$ cat src/lia_regs.svh
// register offsets, field positions, reset values and timing counts
// assumes a 40 MHz device clock and a 32-bit classic wishbone slave
`ifndef LIA_REGS_SVH
`define LIA_REGS_SVH

// channel count and address layout
`define LIA_NUM_CH          17
`define LIA_CH_FIRST_SLOT   5'h4
`define LIA_ADR_TOP_ZERO    5'h00
// global registers, word indices
`define LIA_OFS_GCF         6'h00
`define LIA_OFS_TIMER       6'h01
`define LIA_OFS_SUM0        6'h02
`define LIA_OFS_SUM1        6'h03
`define LIA_OFS_SUM2        6'h04
// per-channel register word indices
`define LIA_IDX_LIVE_STATUS_REG0       4'h0
`define LIA_IDX_LIVE_STATUS_REG1       4'h1
`define LIA_IDX_EDGE        4'h2
`define LIA_IDX_PEND0       4'h3
`define LIA_IDX_PEND1       4'h4
`define LIA_IDX_PEND2       4'h5
`define LIA_IDX_MASK0       4'h6
`define LIA_IDX_MASK1       4'h7
`define LIA_IDX_MASK2       4'h8
`define LIA_IDX_CHCF        4'h9
// field positions
`define LIA_GCF_TICK_MASK   0
`define LIA_GCF_GLB_MASK    1
`define LIA_TIMER_PEND      0
`define LIA_CHCF_STD        0
`define LIA_CHCF_SRST       1
// reset values and used-bit masks
`define LIA_GCF_RST         8'h03
`define LIA_MASK_RST        8'hFF
`define LIA_EDGE_RST        8'h00
`define LIA_PEND1_USED      8'hE3
`define LIA_PEND2_USED      8'h3F
// timing
`define LIA_CLK_PERIOD_NS   25
`define LIA_SECOND_US       1000000
`define LIA_SECOND_CYCLES   ((`LIA_SECOND_US * 1000) / `LIA_CLK_PERIOD_NS)
`define LIA_SRST_NS         1000
`define LIA_SRST_CYCLES     (`LIA_SRST_NS / `LIA_CLK_PERIOD_NS)

`endif

$ cat src/lia_pkg.sv
// types shared by the interrupt aggregator
// assumes lia_regs.svh is compiled alongside
package lia_pkg;
  typedef logic [7:0]  lia_byte_type;
  typedef logic [4:0]  lia_slot_type;
  typedef logic [5:0]  lia_srst_cnt_type;
  typedef logic [25:0] lia_tick_cnt_type;
endpackage

$ cat src/lia_intr_agg.sv
// interrupt aggregation for a multi-channel line interface unit
// assumes same-clock event and status inputs and a classic wishbone master
//
// Our own choices: the address map and the Wishbone interface to the registers.
`timescale 1ns/1ps
`include "lia_regs.svh"

// Summary of operation
// - nineteen per-channel sources plus one global
// - sources one to ten pend on status edges
// - sources eleven to twenty pend directly
// - individual masks plus global mask bit one
// - any unmasked pending drives interrupt pin
// - unmasked channel pending sets summary bit
// - host writes one to clear pending
// - summary holds until channel fully acknowledged or masked
// - pin releases only when all acknowledged or masked
// - paired sources share edge select bits
// - pattern sync uses bit five throughout
// - inband activate bit one, deactivate bit zero
// - jitter buffer faults pend bits five, six
// - error counter overflow pends bit zero
// - pattern error pends bit one, mask one
// - one second tick pends timer bit zero
// - resets mask all or one channel
// - channel reset keeps line standard bit
// - channel reset self-clears within one microsecond
module lia_intr_agg #(
  parameter int unsigned SECOND_CYCLES = `LIA_SECOND_CYCLES
) (
  // clock and reset
  input  wire logic                        clk_i,
  input  wire logic                        rst_i,
  // wishbone slave
  input  wire logic                        wb_cyc_i,
  input  wire logic                        wb_stb_i,
  input  wire logic                        wb_we_i,
  input  wire logic [15:0]                 wb_adr_i,
  input  wire logic [3:0]                  wb_sel_i,
  input  wire logic [31:0]                 wb_dat_i,
  output logic      [31:0]                 wb_dat_o,
  output logic                             wb_ack_o,
  // live status levels per channel
  input  wire logic [`LIA_NUM_CH*5-1:0]    live_status_reg0_i,
  input  wire logic [`LIA_NUM_CH*8-1:0]    live_status_reg1_i,
  // direct event pulses per channel
  input  wire logic [`LIA_NUM_CH*3-1:0]    pend0_evt_i,
  input  wire logic [`LIA_NUM_CH*6-1:0]    pend2_evt_i,
  // interrupt pin, open drain
  output logic                             int_n_o,
  output logic                             int_n_oe_o,
  // summaries and channel mode
  output logic [`LIA_NUM_CH-1:0]           channel_summary_o,
  output logic [`LIA_NUM_CH-1:0]           line_standard_o
);
  localparam int NCH = `LIA_NUM_CH;

  // per-channel state
  lia_pkg::lia_byte_type     edge_q  [NCH];
  lia_pkg::lia_byte_type     edge_d  [NCH];
  lia_pkg::lia_byte_type     pend0_q [NCH];
  lia_pkg::lia_byte_type     pend0_d [NCH];
  lia_pkg::lia_byte_type     pend1_q [NCH];
  lia_pkg::lia_byte_type     pend1_d [NCH];
  lia_pkg::lia_byte_type     pend2_q [NCH];
  lia_pkg::lia_byte_type     pend2_d [NCH];
  lia_pkg::lia_byte_type     mask0_q [NCH];
  lia_pkg::lia_byte_type     mask0_d [NCH];
  lia_pkg::lia_byte_type     mask1_q [NCH];
  lia_pkg::lia_byte_type     mask1_d [NCH];
  lia_pkg::lia_byte_type     mask2_q [NCH];
  lia_pkg::lia_byte_type     mask2_d [NCH];
  logic [4:0]                prv0_q  [NCH];
  logic [4:0]                prv0_d  [NCH];
  lia_pkg::lia_byte_type     prv1_q  [NCH];
  lia_pkg::lia_byte_type     prv1_d  [NCH];
  lia_pkg::lia_srst_cnt_type srst_q  [NCH];
  lia_pkg::lia_srst_cnt_type srst_d  [NCH];
  logic [NCH-1:0]            std_q;
  logic [NCH-1:0]            std_d;
  logic [NCH-1:0]            busy;
  logic [NCH-1:0]            chan_act;
  logic [NCH-1:0]            wr_ch;

  // global state
  lia_pkg::lia_byte_type     gcf_q;
  lia_pkg::lia_byte_type     gcf_d;
  logic                      tmr_pend_q;
  logic                      tmr_pend_d;
  lia_pkg::lia_tick_cnt_type tick_cnt_q;
  lia_pkg::lia_tick_cnt_type tick_cnt_d;
  logic                      tick;
  logic                      glb_masked;
  logic                      any_act;
  logic                      ack_q;
  logic                      ack_d;
  logic [31:0]               rdat_q;
  logic [31:0]               rdat_d;
  logic [NCH-1:0]            sum_q;
  logic                      irq_q;

  // bus decode
  logic                      req;
  logic                      wr_hit;
  lia_pkg::lia_slot_type     slot;
  lia_pkg::lia_slot_type     ch_sel;
  logic                      ch_ok;
  logic                      glb_ok;
  logic [3:0]                idx;
  lia_pkg::lia_byte_type     wdat;

  assign req    = wb_cyc_i && wb_stb_i && !ack_q;
  assign wr_hit = req && wb_we_i && wb_sel_i[0];
  assign slot   = wb_adr_i[10:6];
  assign ch_sel = slot - `LIA_CH_FIRST_SLOT;
  assign idx    = wb_adr_i[5:2];
  assign wdat   = wb_dat_i[7:0];
  assign ch_ok  = (wb_adr_i[15:11] == `LIA_ADR_TOP_ZERO) && (slot >= `LIA_CH_FIRST_SLOT)
                  && (ch_sel < 5'(NCH));
  assign glb_ok = (wb_adr_i[15:11] == `LIA_ADR_TOP_ZERO) && (slot == 5'h00);
  assign glb_masked = gcf_q[`LIA_GCF_GLB_MASK];

  // per-channel source logic
  for (genvar c = 0; c < NCH; c++)
  begin : g_ch
    logic [4:0] s0;
    logic [7:0] s1;
    logic [4:0] ies0;
    logic [7:0] ies1;
    logic [4:0] edg0;
    logic [7:0] edg1;
    assign s0     = live_status_reg0_i[c*5 +: 5];
    assign s1     = live_status_reg1_i[c*8 +: 8] & `LIA_PEND1_USED;
    assign wr_ch[c] = wr_hit && ch_ok && (ch_sel == 5'(c));
    assign busy[c]  = (srst_q[c] != '0);
    // shared edge selects: loss pair on b1, alarm pair on b6, inband pair on b0
    assign ies0 = {edge_q[c][4], edge_q[c][3], edge_q[c][2], edge_q[c][1], edge_q[c][1]};
    assign ies1 = {edge_q[c][6], edge_q[c][6], edge_q[c][5], 3'b000, edge_q[c][0], edge_q[c][0]};
    // rising edge always, falling edge when selected
    assign edg0 = (s0 & ~prv0_q[c]) | (~s0 & prv0_q[c] & ies0);
    assign edg1 = (s1 & ~prv1_q[c]) | (~s1 & prv1_q[c] & ies1);
    // unmasked pending of this channel
    assign chan_act[c] = !glb_masked && (|(pend0_q[c] & ~mask0_q[c]) || |(pend1_q[c] & ~mask1_q[c])
                         || |(pend2_q[c] & ~mask2_q[c]));

    // next values of the channel registers
    always_comb
    begin
      lia_pkg::lia_byte_type clr0;
      lia_pkg::lia_byte_type clr1;
      lia_pkg::lia_byte_type clr2;
      clr0 = (wr_ch[c] && idx == `LIA_IDX_PEND0) ? wdat : 8'h00;
      clr1 = (wr_ch[c] && idx == `LIA_IDX_PEND1) ? wdat : 8'h00;
      clr2 = (wr_ch[c] && idx == `LIA_IDX_PEND2) ? wdat : 8'h00;
      prv0_d[c]  = s0;
      prv1_d[c]  = s1;
      edge_d[c]  = edge_q[c];
      mask0_d[c] = mask0_q[c];
      mask1_d[c] = mask1_q[c];
      mask2_d[c] = mask2_q[c];
      std_d[c]   = std_q[c];
      srst_d[c]  = busy[c] ? srst_q[c] - 6'h01 : srst_q[c];
      // set wins over a clearing write in the same cycle
      pend0_d[c] = (pend0_q[c] & ~clr0) | {pend0_evt_i[c*3 +: 3], edg0};
      pend1_d[c] = (pend1_q[c] & ~clr1) | edg1;
      pend2_d[c] = (pend2_q[c] & ~clr2) | {2'b00, pend2_evt_i[c*6 +: 6]};
      if (wr_ch[c] && !busy[c])
      begin
        unique case (idx)
          `LIA_IDX_EDGE:  edge_d[c]  = wdat;
          `LIA_IDX_MASK0: mask0_d[c] = wdat;
          `LIA_IDX_MASK1: mask1_d[c] = wdat & `LIA_PEND1_USED;
          `LIA_IDX_MASK2: mask2_d[c] = wdat & `LIA_PEND2_USED;
          `LIA_IDX_CHCF:
          begin
            std_d[c] = wdat[`LIA_CHCF_STD];
            if (wdat[`LIA_CHCF_SRST])
              srst_d[c] = 6'(`LIA_SRST_CYCLES);
          end
          default: ;
        endcase
      end
      // channel soft reset holds the channel at defaults, line standard kept
      if (busy[c])
      begin
        edge_d[c]  = `LIA_EDGE_RST;
        mask0_d[c] = `LIA_MASK_RST;
        mask1_d[c] = `LIA_MASK_RST & `LIA_PEND1_USED;
        mask2_d[c] = `LIA_MASK_RST & `LIA_PEND2_USED;
        pend0_d[c] = 8'h00;
        pend1_d[c] = 8'h00;
        pend2_d[c] = 8'h00;
        prv0_d[c]  = 5'h00;
        prv1_d[c]  = 8'h00;
      end
    end

    // channel registers
    always_ff @(posedge clk_i)
    begin
      if (rst_i)
      begin
        edge_q[c]  <= `LIA_EDGE_RST;
        mask0_q[c] <= `LIA_MASK_RST;
        mask1_q[c] <= `LIA_MASK_RST & `LIA_PEND1_USED;
        mask2_q[c] <= `LIA_MASK_RST & `LIA_PEND2_USED;
        pend0_q[c] <= 8'h00;
        pend1_q[c] <= 8'h00;
        pend2_q[c] <= 8'h00;
        prv0_q[c]  <= 5'h00;
        prv1_q[c]  <= 8'h00;
        srst_q[c]  <= 6'h00;
        std_q[c]   <= 1'b0;
      end
      else
      begin
        edge_q[c]  <= edge_d[c];
        mask0_q[c] <= mask0_d[c];
        mask1_q[c] <= mask1_d[c];
        mask2_q[c] <= mask2_d[c];
        pend0_q[c] <= pend0_d[c];
        pend1_q[c] <= pend1_d[c];
        pend2_q[c] <= pend2_d[c];
        prv0_q[c]  <= prv0_d[c];
        prv1_q[c]  <= prv1_d[c];
        srst_q[c]  <= srst_d[c];
        std_q[c]   <= std_d[c];
      end
    end
  end

  // one second divider and global registers, next values
  always_comb
  begin
    tick       = (tick_cnt_q == 26'(SECOND_CYCLES - 1));
    tick_cnt_d = tick ? 26'h000_0000 : tick_cnt_q + 26'h000_0001;
    gcf_d      = gcf_q;
    tmr_pend_d = tmr_pend_q | tick;
    if (wr_hit && glb_ok && idx == 4'(`LIA_OFS_GCF))
      gcf_d = wdat & `LIA_GCF_RST;
    if (wr_hit && glb_ok && idx == 4'(`LIA_OFS_TIMER) && wdat[`LIA_TIMER_PEND] && !tick)
      tmr_pend_d = 1'b0;
    any_act = (|chan_act) || (tmr_pend_q && !gcf_q[`LIA_GCF_TICK_MASK] && !glb_masked);
  end

  // read mux and ack
  always_comb
  begin
    rdat_d = 32'h0000_0000;
    ack_d  = req;
    if (req && !wb_we_i && glb_ok)
    begin
      unique case (idx)
        4'(`LIA_OFS_GCF):   rdat_d[7:0] = gcf_q;
        4'(`LIA_OFS_TIMER): rdat_d[0]   = tmr_pend_q;
        4'(`LIA_OFS_SUM0):  rdat_d[7:0] = sum_q[7:0];
        4'(`LIA_OFS_SUM1):  rdat_d[7:0] = sum_q[15:8];
        4'(`LIA_OFS_SUM2):  rdat_d[0]   = sum_q[16];
        default:            rdat_d      = 32'h0000_0000;
      endcase
    end
    else if (req && !wb_we_i && ch_ok)
    begin
      unique case (idx)
        `LIA_IDX_LIVE_STATUS_REG0: rdat_d[4:0] = live_status_reg0_i[ch_sel*5 +: 5];
        `LIA_IDX_LIVE_STATUS_REG1: rdat_d[7:0] = live_status_reg1_i[ch_sel*8 +: 8] & `LIA_PEND1_USED;
        `LIA_IDX_EDGE:  rdat_d[7:0] = edge_q[ch_sel];
        `LIA_IDX_PEND0: rdat_d[7:0] = pend0_q[ch_sel];
        `LIA_IDX_PEND1: rdat_d[7:0] = pend1_q[ch_sel];
        `LIA_IDX_PEND2: rdat_d[7:0] = pend2_q[ch_sel];
        `LIA_IDX_MASK0: rdat_d[7:0] = mask0_q[ch_sel];
        `LIA_IDX_MASK1: rdat_d[7:0] = mask1_q[ch_sel];
        `LIA_IDX_MASK2: rdat_d[7:0] = mask2_q[ch_sel];
        `LIA_IDX_CHCF:  rdat_d[1:0] = {busy[ch_sel], std_q[ch_sel]};
        default:        rdat_d      = 32'h0000_0000;
      endcase
    end
  end

  // global registers, bus answer and registered outputs
  always_ff @(posedge clk_i)
  begin
    if (rst_i)
    begin
      gcf_q      <= `LIA_GCF_RST;
      tmr_pend_q <= 1'b0;
      tick_cnt_q <= 26'h000_0000;
      ack_q      <= 1'b0;
      rdat_q     <= 32'h0000_0000;
      sum_q      <= '0;
      irq_q      <= 1'b0;
    end
    else
    begin
      gcf_q      <= gcf_d;
      tmr_pend_q <= tmr_pend_d;
      tick_cnt_q <= tick_cnt_d;
      ack_q      <= ack_d;
      rdat_q     <= rdat_d;
      sum_q      <= chan_act;
      irq_q      <= any_act;
    end
  end

  assign wb_ack_o          = ack_q;
  assign wb_dat_o          = rdat_q;
  assign channel_summary_o = sum_q;
  assign line_standard_o   = std_q;
  assign int_n_o           = 1'b0;
  assign int_n_oe_o        = irq_q;
endmodule

$ cat config.mk
export PLATFORM = sky130hd
export DESIGN_NAME = lia_intr_agg
export DESIGN_NICKNAME = d
export VERILOG_FILES = /design/src/lia_pkg.sv /design/src/lia_intr_agg.sv
export VERILOG_INCLUDE_DIRS = /design/src /design/src/src
export SDC_FILE = /design/constraint.sdc
export NUM_CORES = 2
export LEC_CHECK = 0
export BUFFER_PORTS_ARGS = -buffer_cell sky130_fd_sc_hd__buf_4
export CORE_ASPECT_RATIO = 0.75
export CORE_UTILIZATION = 45
export CTS_CLUSTER_SIZE = 24
export DETAILED_ROUTE_END_ITERATION = 16
export PLACE_DENSITY_LB_ADDON = 0.08
export SETUP_SLACK_MARGIN = 0.1
export SYNTH_ARGS = -nofsm -noshare
export SYNTH_HDL_FRONTEND = slang
export SYNTH_SLANG_ARGS = --single-unit
$ cat constraint.sdc
create_clock -name clk_i -period 5.1 [get_ports clk_i]
set_input_delay 1.02 -clock clk_i [delete_from_list [all_inputs] [get_ports clk_i]]
set_output_delay 1.02 -clock clk_i [all_outputs]
set_load 0.02 [all_outputs]
== Word-level counts from Yosys, hierarchy flattened ==
Memory sizes are Yosys's and may differ from the RTL's.
Index checks and enable logic that the tools add are counted.

* $add $sub $neg: 19
* Multipliers: 1
* Order comparisons: 3
* Equal/unequal tests: 26
* Shifts and indexed selects: 2
* Muxes and demuxes: 592
* Bitwise gates (word level): 630
* Reduce and logical (&&, ||, !) cells: 270

{| class="wikitable"
|+ Operators with widths
! cell !! number
|-
| two-way mux 8 bit || 461
|-
| bitwise AND 8 bit || 153
|-
| NOT 8 bit || 136
|-
| two-way mux 6 bit || 85
|-
| OR 8 bit || 51
|-
| OR reduction 8 bit || 51
|-
| bitwise AND 5 bit || 51
|-
| OR 1 bit || 171
|-
| two-way mux 5 bit || 34
|-
| NOT 5 bit || 34
|-
| OR 8 x 6 -> 8 bit || 17
|-
| indexed part select 136 x 9 -> 8 bit || 1
|-
| logical AND 1 bit || 120
|-
| nonzero test 6 bit || 17
|-
| subtractor 6 x 1 -> 6 bit, second input constant || 17
|-
| OR 5 bit || 17
|-
| indexed part select 85 x 9 -> 5 bit || 1
|-
| case mux 3 bit (8 select lines) || 2
|-
| == test 5 x 4 -> 1 bit, second input constant || 8
|-
| logical OR 1 bit || 35
|-
| AND reduction 2 bit || 17
|-
| adder 26 x 1 -> 26 bit, second input constant || 1
|-
| == test 26 bit, second input constant || 1
|-
| zero test 1 bit || 22
|-
| other kinds (22) || 40
|}

* Flip-flop bits (word level): 97
* Memory bits (writable): 1275
* Bits of input ports: 431
* Word-level logic and storage cells: 1578
* Memories kept: 10

{| class="wikitable"
|+ Memory list
! name !! depth !! width !! read ports !! clocked after memory_dff !! write ports !! line !! text
|-
| edge_q || 17 || 8 || 18 || 0 || 17 || lia_intr_agg.sv:59 || <nowiki>lia_pkg::lia_byte_type edge_q [NCH];</nowiki>
|-
| mask0_q || 17 || 8 || 18 || 0 || 17 || lia_intr_agg.sv:67 || <nowiki>lia_pkg::lia_byte_type mask0_q [NCH];</nowiki>
|-
| mask1_q || 17 || 8 || 18 || 0 || 17 || lia_intr_agg.sv:69 || <nowiki>lia_pkg::lia_byte_type mask1_q [NCH];</nowiki>
|-
| mask2_q || 17 || 8 || 18 || 0 || 17 || lia_intr_agg.sv:71 || <nowiki>lia_pkg::lia_byte_type mask2_q [NCH];</nowiki>
|-
| pend0_q || 17 || 8 || 18 || 0 || 17 || lia_intr_agg.sv:61 || <nowiki>lia_pkg::lia_byte_type pend0_q [NCH];</nowiki>
|-
| pend1_q || 17 || 8 || 18 || 0 || 17 || lia_intr_agg.sv:63 || <nowiki>lia_pkg::lia_byte_type pend1_q [NCH];</nowiki>
|-
| 4 more memories || - || - || - || - || - || - ||
|}

== Depth between registers and ports, before layout ==
* Word-level depth: 13
* Gate-level depth with buffers: 16
* Gate-level depth less buffers: 10

== Worst setup path before layout ==
Ideal clock, no wire load.

* Path type: input-to-reg
* Start point: in wb_adr_i[8]
* End point: reg rdat_q[7] (netlist: wb_dat_o[7])
* Library setup time: 122 ps
* Arrival time: 4410 ps
* Path slack: 568 ps
* Cell stages on the path: 13
* Cells stage by stage: buf_2 > clkinv_1 > buf_1 > clkbuf_1 > ha_1 > buf_2 > inv_1 > buf_2 > buf_2 > mux4_2 > a211oi_1 > o21ai_1 > o311a_1

* Longest elaborated chain between the ends: 6
* Elaborated cells between the ends (all ways): 20
* Those cells by class: add/sub: 1; order compare: 2; shift: 1; mux: 3; reduce/logical: 6; memory: 7

{| class="wikitable"
|+ Ends and longest elaborated chain
! item !! line !! text
|-
| start, declared || lia_intr_agg.sv:38 || <nowiki>input wire logic [15:0] wb_adr_i,</nowiki>
|-
| parallel branches: the longest is 5 deep, another holds subtractor 5 x 3 -> 5 bit || - ||
|-
| two-way mux 8 bit * || lia_intr_agg.sv:251 || <nowiki>if (req && !wb_we_i && glb_ok)</nowiki>
|-
| end signal, assigned || lia_intr_agg.sv:299 || <nowiki>rdat_q <= rdat_d;</nowiki>
|-
| end, declared || lia_intr_agg.sv:97 || <nowiki>logic [31:0] rdat_q;</nowiki>
|}

Mark *: on every way between the ends.
A chain may end at the register's enable or synchronous reset.

== Worst setup path in the final report ==
* Start point: in wb_adr_i[8]
* End point: reg rdat_q[1] (netlist: wb_dat_o[1])

* Longest elaborated chain between the ends: 6
* Elaborated cells between the ends (all ways): 24
* Those cells by class: add/sub: 1; mul: 1; order compare: 2; shift: 2; mux: 5; reduce/logical: 6; memory: 7

{| class="wikitable"
|+ Ends and longest elaborated chain
! item !! line !! text
|-
| subtractor 5 x 3 -> 5 bit (no line) / greater-or-equal comparator 5 x 3 -> 1 bit (equally long branches) || - ||
|-
| multiplier 5 x 3 -> 8 bit (tied with other cells) || lia_intr_agg.sv:265 || <nowiki>`LIA_IDX_LIVE_STATUS_REG0: rdat_d[4:0] = live_status_reg0_i[ch_sel*5 +: 5];</nowiki>
|-
| indexed part select 85 x 9 -> 5 bit (tied with other cells) || lia_intr_agg.sv:265 ||
|-
| case mux 2 bit (10 select lines) / logical AND 1 bit (equally long branches) || lia_intr_agg.sv:264, lia_intr_agg.sv:262 ||
|-
| two-way mux 8 bit || lia_intr_agg.sv:262 || <nowiki>else if (req && !wb_we_i && ch_ok)</nowiki>
|-
| two-way mux 8 bit * || lia_intr_agg.sv:251 ||
|}

Mark *: on every way between the ends. The rest lies on a longest branch, timed or not. The select of a mux whose other input is x is not followed.

==> results.cfg <==
[synthesis]
syn_area_mm2 = 0.0573
synth.most_common_cell = dfxtp_1
synth.area.top_cells = dfxtp_1 (42%), mux4_2 (9.5%), nand2_1 (7.1%)
netlist.area_leader.share = 0.423
synth_sequential_area_ratio = 0.423
yosys_top_cell_by_area = dfxtp_1
synth_common_cells = dfxtp_1 (1212), nand2_1 (1088), nor2_1 (518)
yosys.cell_types.count = 76
async_reset_ff_frac = 0
yosys_register_bits = 1212
number_of_flops_mapped_to_enable_cells_by_yosys = 0
mean_instance_size_in_the_synthesized_netlist_um2 = 8.59
postSynthCellCount = 6674
synth_warnings = 0
synth_ff_type = dfxtp_1

[floorplanning]
die_area_mm2 = 0.129
die_w_um = 414
die-height_um = 311
rows = 112
core_mm2 = 0.125
num_io_pins = 500
initial_core_util = 0.457

[timing]
final.setup.tns_ns = 0
finalCritPeriodShare = 0.841
fmax_mhz = 233
grt_setup_unrepaired = false
maxSlewViolCount = 0
worstMarginPinSlew_ns = 1.34
setup_viols_final = 0
final.setup_skew_ns = 0.0304
max-slew-margin-rel = 0.104
hold_viol_final = 0
period_needed_ns = 4.29

[critical_path]
crit_path_top_delay_cell = a211oi_1
r2r_slack_ns = 1.35
worstPathMaxFanout = 18
crit_chain = buf_4 -> inv_2 -> ha_1 -> xnor2_2 -> buf_4 -> buf_4 -> nand2_1 -> a211oi_1 -> nor3_1 -> a2111oi_2 -> nand4_1 -> o311a_1
criticalPathCategory = input port to flop
worst_path_largest_cell_delay_ns = 1.18
most_repeated_library_cell_on_the_critical_path = buf_4
data_arrival_time_at_the_worst_slack_endpoint_ns = 4.98
crit_reg_reg_startpoint = srst_q[1][0]
cp-start-kind = input port
worst_r2r_endpoint = wb_dat_o[1]
crit_path_required_time_ns = 5.79
r2r_cells = 8
critPathCaptureType = flop

[min_path]
worst_hold_path.num_cells = 3
worst_hold_path.endpoint = pend2_q[15][1]
worstHoldStart = pend2_evt_i[91]
class_of_the_worst_hold_path = input port to flop

[routing]
detail_route.wirelength_um = 291000
dr_total_vias = 56366
drt.antenna.violating_nets = 0
drt_iter0_markers = 8942
detail_routed_via_count_per_cell = 6.44
first_pass_iters = 7
wl_per_cell_um = 33.3
drc_errors = 0

[global_routing]
grt_start_max_net_pins = 79
global_route.usage.total = 0.439
first_global_vias = 50441
grt_antenna_before_repair = 26
grt_pass1_wl_um = 400000
globalRoute.totalOverflow = 0

[cts]
cts_root_buffer = clkbuf_16
cts_hold_repair.buffers = 0
cts-htree-levels = 4
clock_sinks = 1212
numCtsBuffers = 130
cts_max_path_buffers = 3
cts.repair.resized = 0
worst_skew_pair.late_latency_ns = 0.81
tritoncts = yes
post-cts-setup-buffers = 0
clkSlewWorstSetupHoldPaths_ns = 0.07

[placed_design]
postPlaceCellArea_mm2 = 0.0624
hpwl_um = 220000
place.port_buffers = 394
gp_congestion = 1.06

[final_layout]
layout-drive-gt1-share = 0.163
final.fill_count = 11859
final-seq-area_mm2 = 0.0243
footprint_of_the_multi_input_gates_mm2 = 0.0298
num-nets-final = 7458
areaGrowthSynthToFinish_pct = 16.6
finalInstanceArea_mm2 = 0.0669
layout.core_utilization = 0.533

[pwr]
power.density_cell_area_mw_per_mm2 = 439
ir_worst_vdd_v = 0.000460
leakagePower_nw = 23.9

[run]
max-cap-violations = 0

[run_status]
status = finished clean
logic make-up after synthesis:
family,count (synthesis),synth area share
compound gates,1289,0.132
xor+xnor,93,0.0142
fa+ha+maj,39,0.00851
buf+inv,814,0.0591
flops,1212,0.423
mux,446,0.131
other cells,1,0.0000654
simple gates,2780,0.232
state kept, by name (all words and copies together) (netlist names), 8 cells and up:
| register | count |
|---|---|
| pend2_q | 136 |
| mask0_q | 136 |
| channel_summary_o | 17 |
| wb_dat_o | 8 |
| line_standard_o | 17 |
| prv0_q | 85 |
| srst_q | 102 |
| edge_q | 136 |
| pend0_q | 136 |
| tick_cnt_q | 26 |
| mask1_q | 85 |
| prv1_q | 85 |
| pend1_q | 136 |
| mask2_q | 102 |
stage by stage:
step           hold slack [ns]  setup WS, ns  instances  power (mW)
4_1_cts                  0.387          1.25       8742        29.1
3_3_place_gp             0.430         0.387       8509        18.9
3_5_place_dp             0.434         0.410       8509        19.1
5_1_grt                  0.409          1.05       8745        30.2
6_report                 0.421         0.809       8752        29.3
2_1_floorplan            0.416         0.568       6698        15.7
worst max-delay path: cells and delay by family:
kind	cells	cell delay [ns]
AND/OR/NAND/NOR	3	0.80
XOR/XNOR	1	0.16
adder cells (fa/ha/maj)	1	0.26
buffers and inverters	4	0.85
AO/OA/AOI/OAI	3	1.85
placed cells by master, fill, tap and decap left out, types with 22 or more instances in the layout:
master     Yosys  final
dfxtp_1     1212   1212
nand2_1     1088   1087
buf_4         37    601
nor2_1       518    514
a21oi_1      388    388
inv_1        348    347
o21ai_0      346    346
nand3_1      296    295
mux4_2       242    242
mux2i_1      204    204
a31oi_1      177    177
nand3b_1     175    175
nand2b_1     174    174
and3_1       172    172
clkbuf_16      0    135
o22ai_1      134    134
nor3_1       117    115
a22oi_1       49     49
xor2_1        48     47
xnor2_1       45     44
ha_1          39     39
o211ai_1      37     37
clkbuf_1     319     33
nor4_1        35     32
a2111oi_0     32     32
and2_1        30     30
o21ai_1       28     28
nor2_2        22     26
or3_1         25     25
conb_1         1     25
clkbuf_8       0     25
a211oi_1      22     22
nor2b_1       23     22
nand4_1       22     22
metal layers:
layer / GRT usage / wire length (µm)
met3: 0.116 / 35500
met1: 0.586 / 114000
met5: 0 / 116
met4: 0.251 / 19200
met2: 0.641 / 122000
report_power, final:
group	leakage, nW	internal, mW	switching [mW]
sequential	9.84	10.6	1.36
clock	2.19	5.98	4.23
combinational	11.9	2.45	4.71
total	23.9	19.1	10.3
worst max-delay path by stage:
| stage | from | end | slack, ns | cells past startpoint |
|---|---|---|---|---|
| global route | wb_adr_i[8] | wb_dat_o[1] | 1.05 | 12 |
| finish | wb_adr_i[8] | wb_dat_o[1] | 0.81 | 12 |
| global placement | wb_adr_i[8] | wb_dat_o[1] | 0.39 | 12 |
| floorplan | wb_adr_i[8] | wb_dat_o[7] | 0.57 | 13 |
| detailed placement | wb_adr_i[8] | wb_dat_o[1] | 0.41 | 12 |
| CTS | wb_adr_i[8] | wb_dat_o[1] | 1.25 | 12 |
layout make-up:
cell class	count	area share
clock inverter	40	0.00911
clock buffer	193	0.0575
antenna	10	0.000374
multi-input combinational	4672	0.446
timing repair buffer	621	0.0731
tap	1653	0.0309
inverter	351	0.0197
sequential	1212	0.363
(Power assumes the default switching activity.)
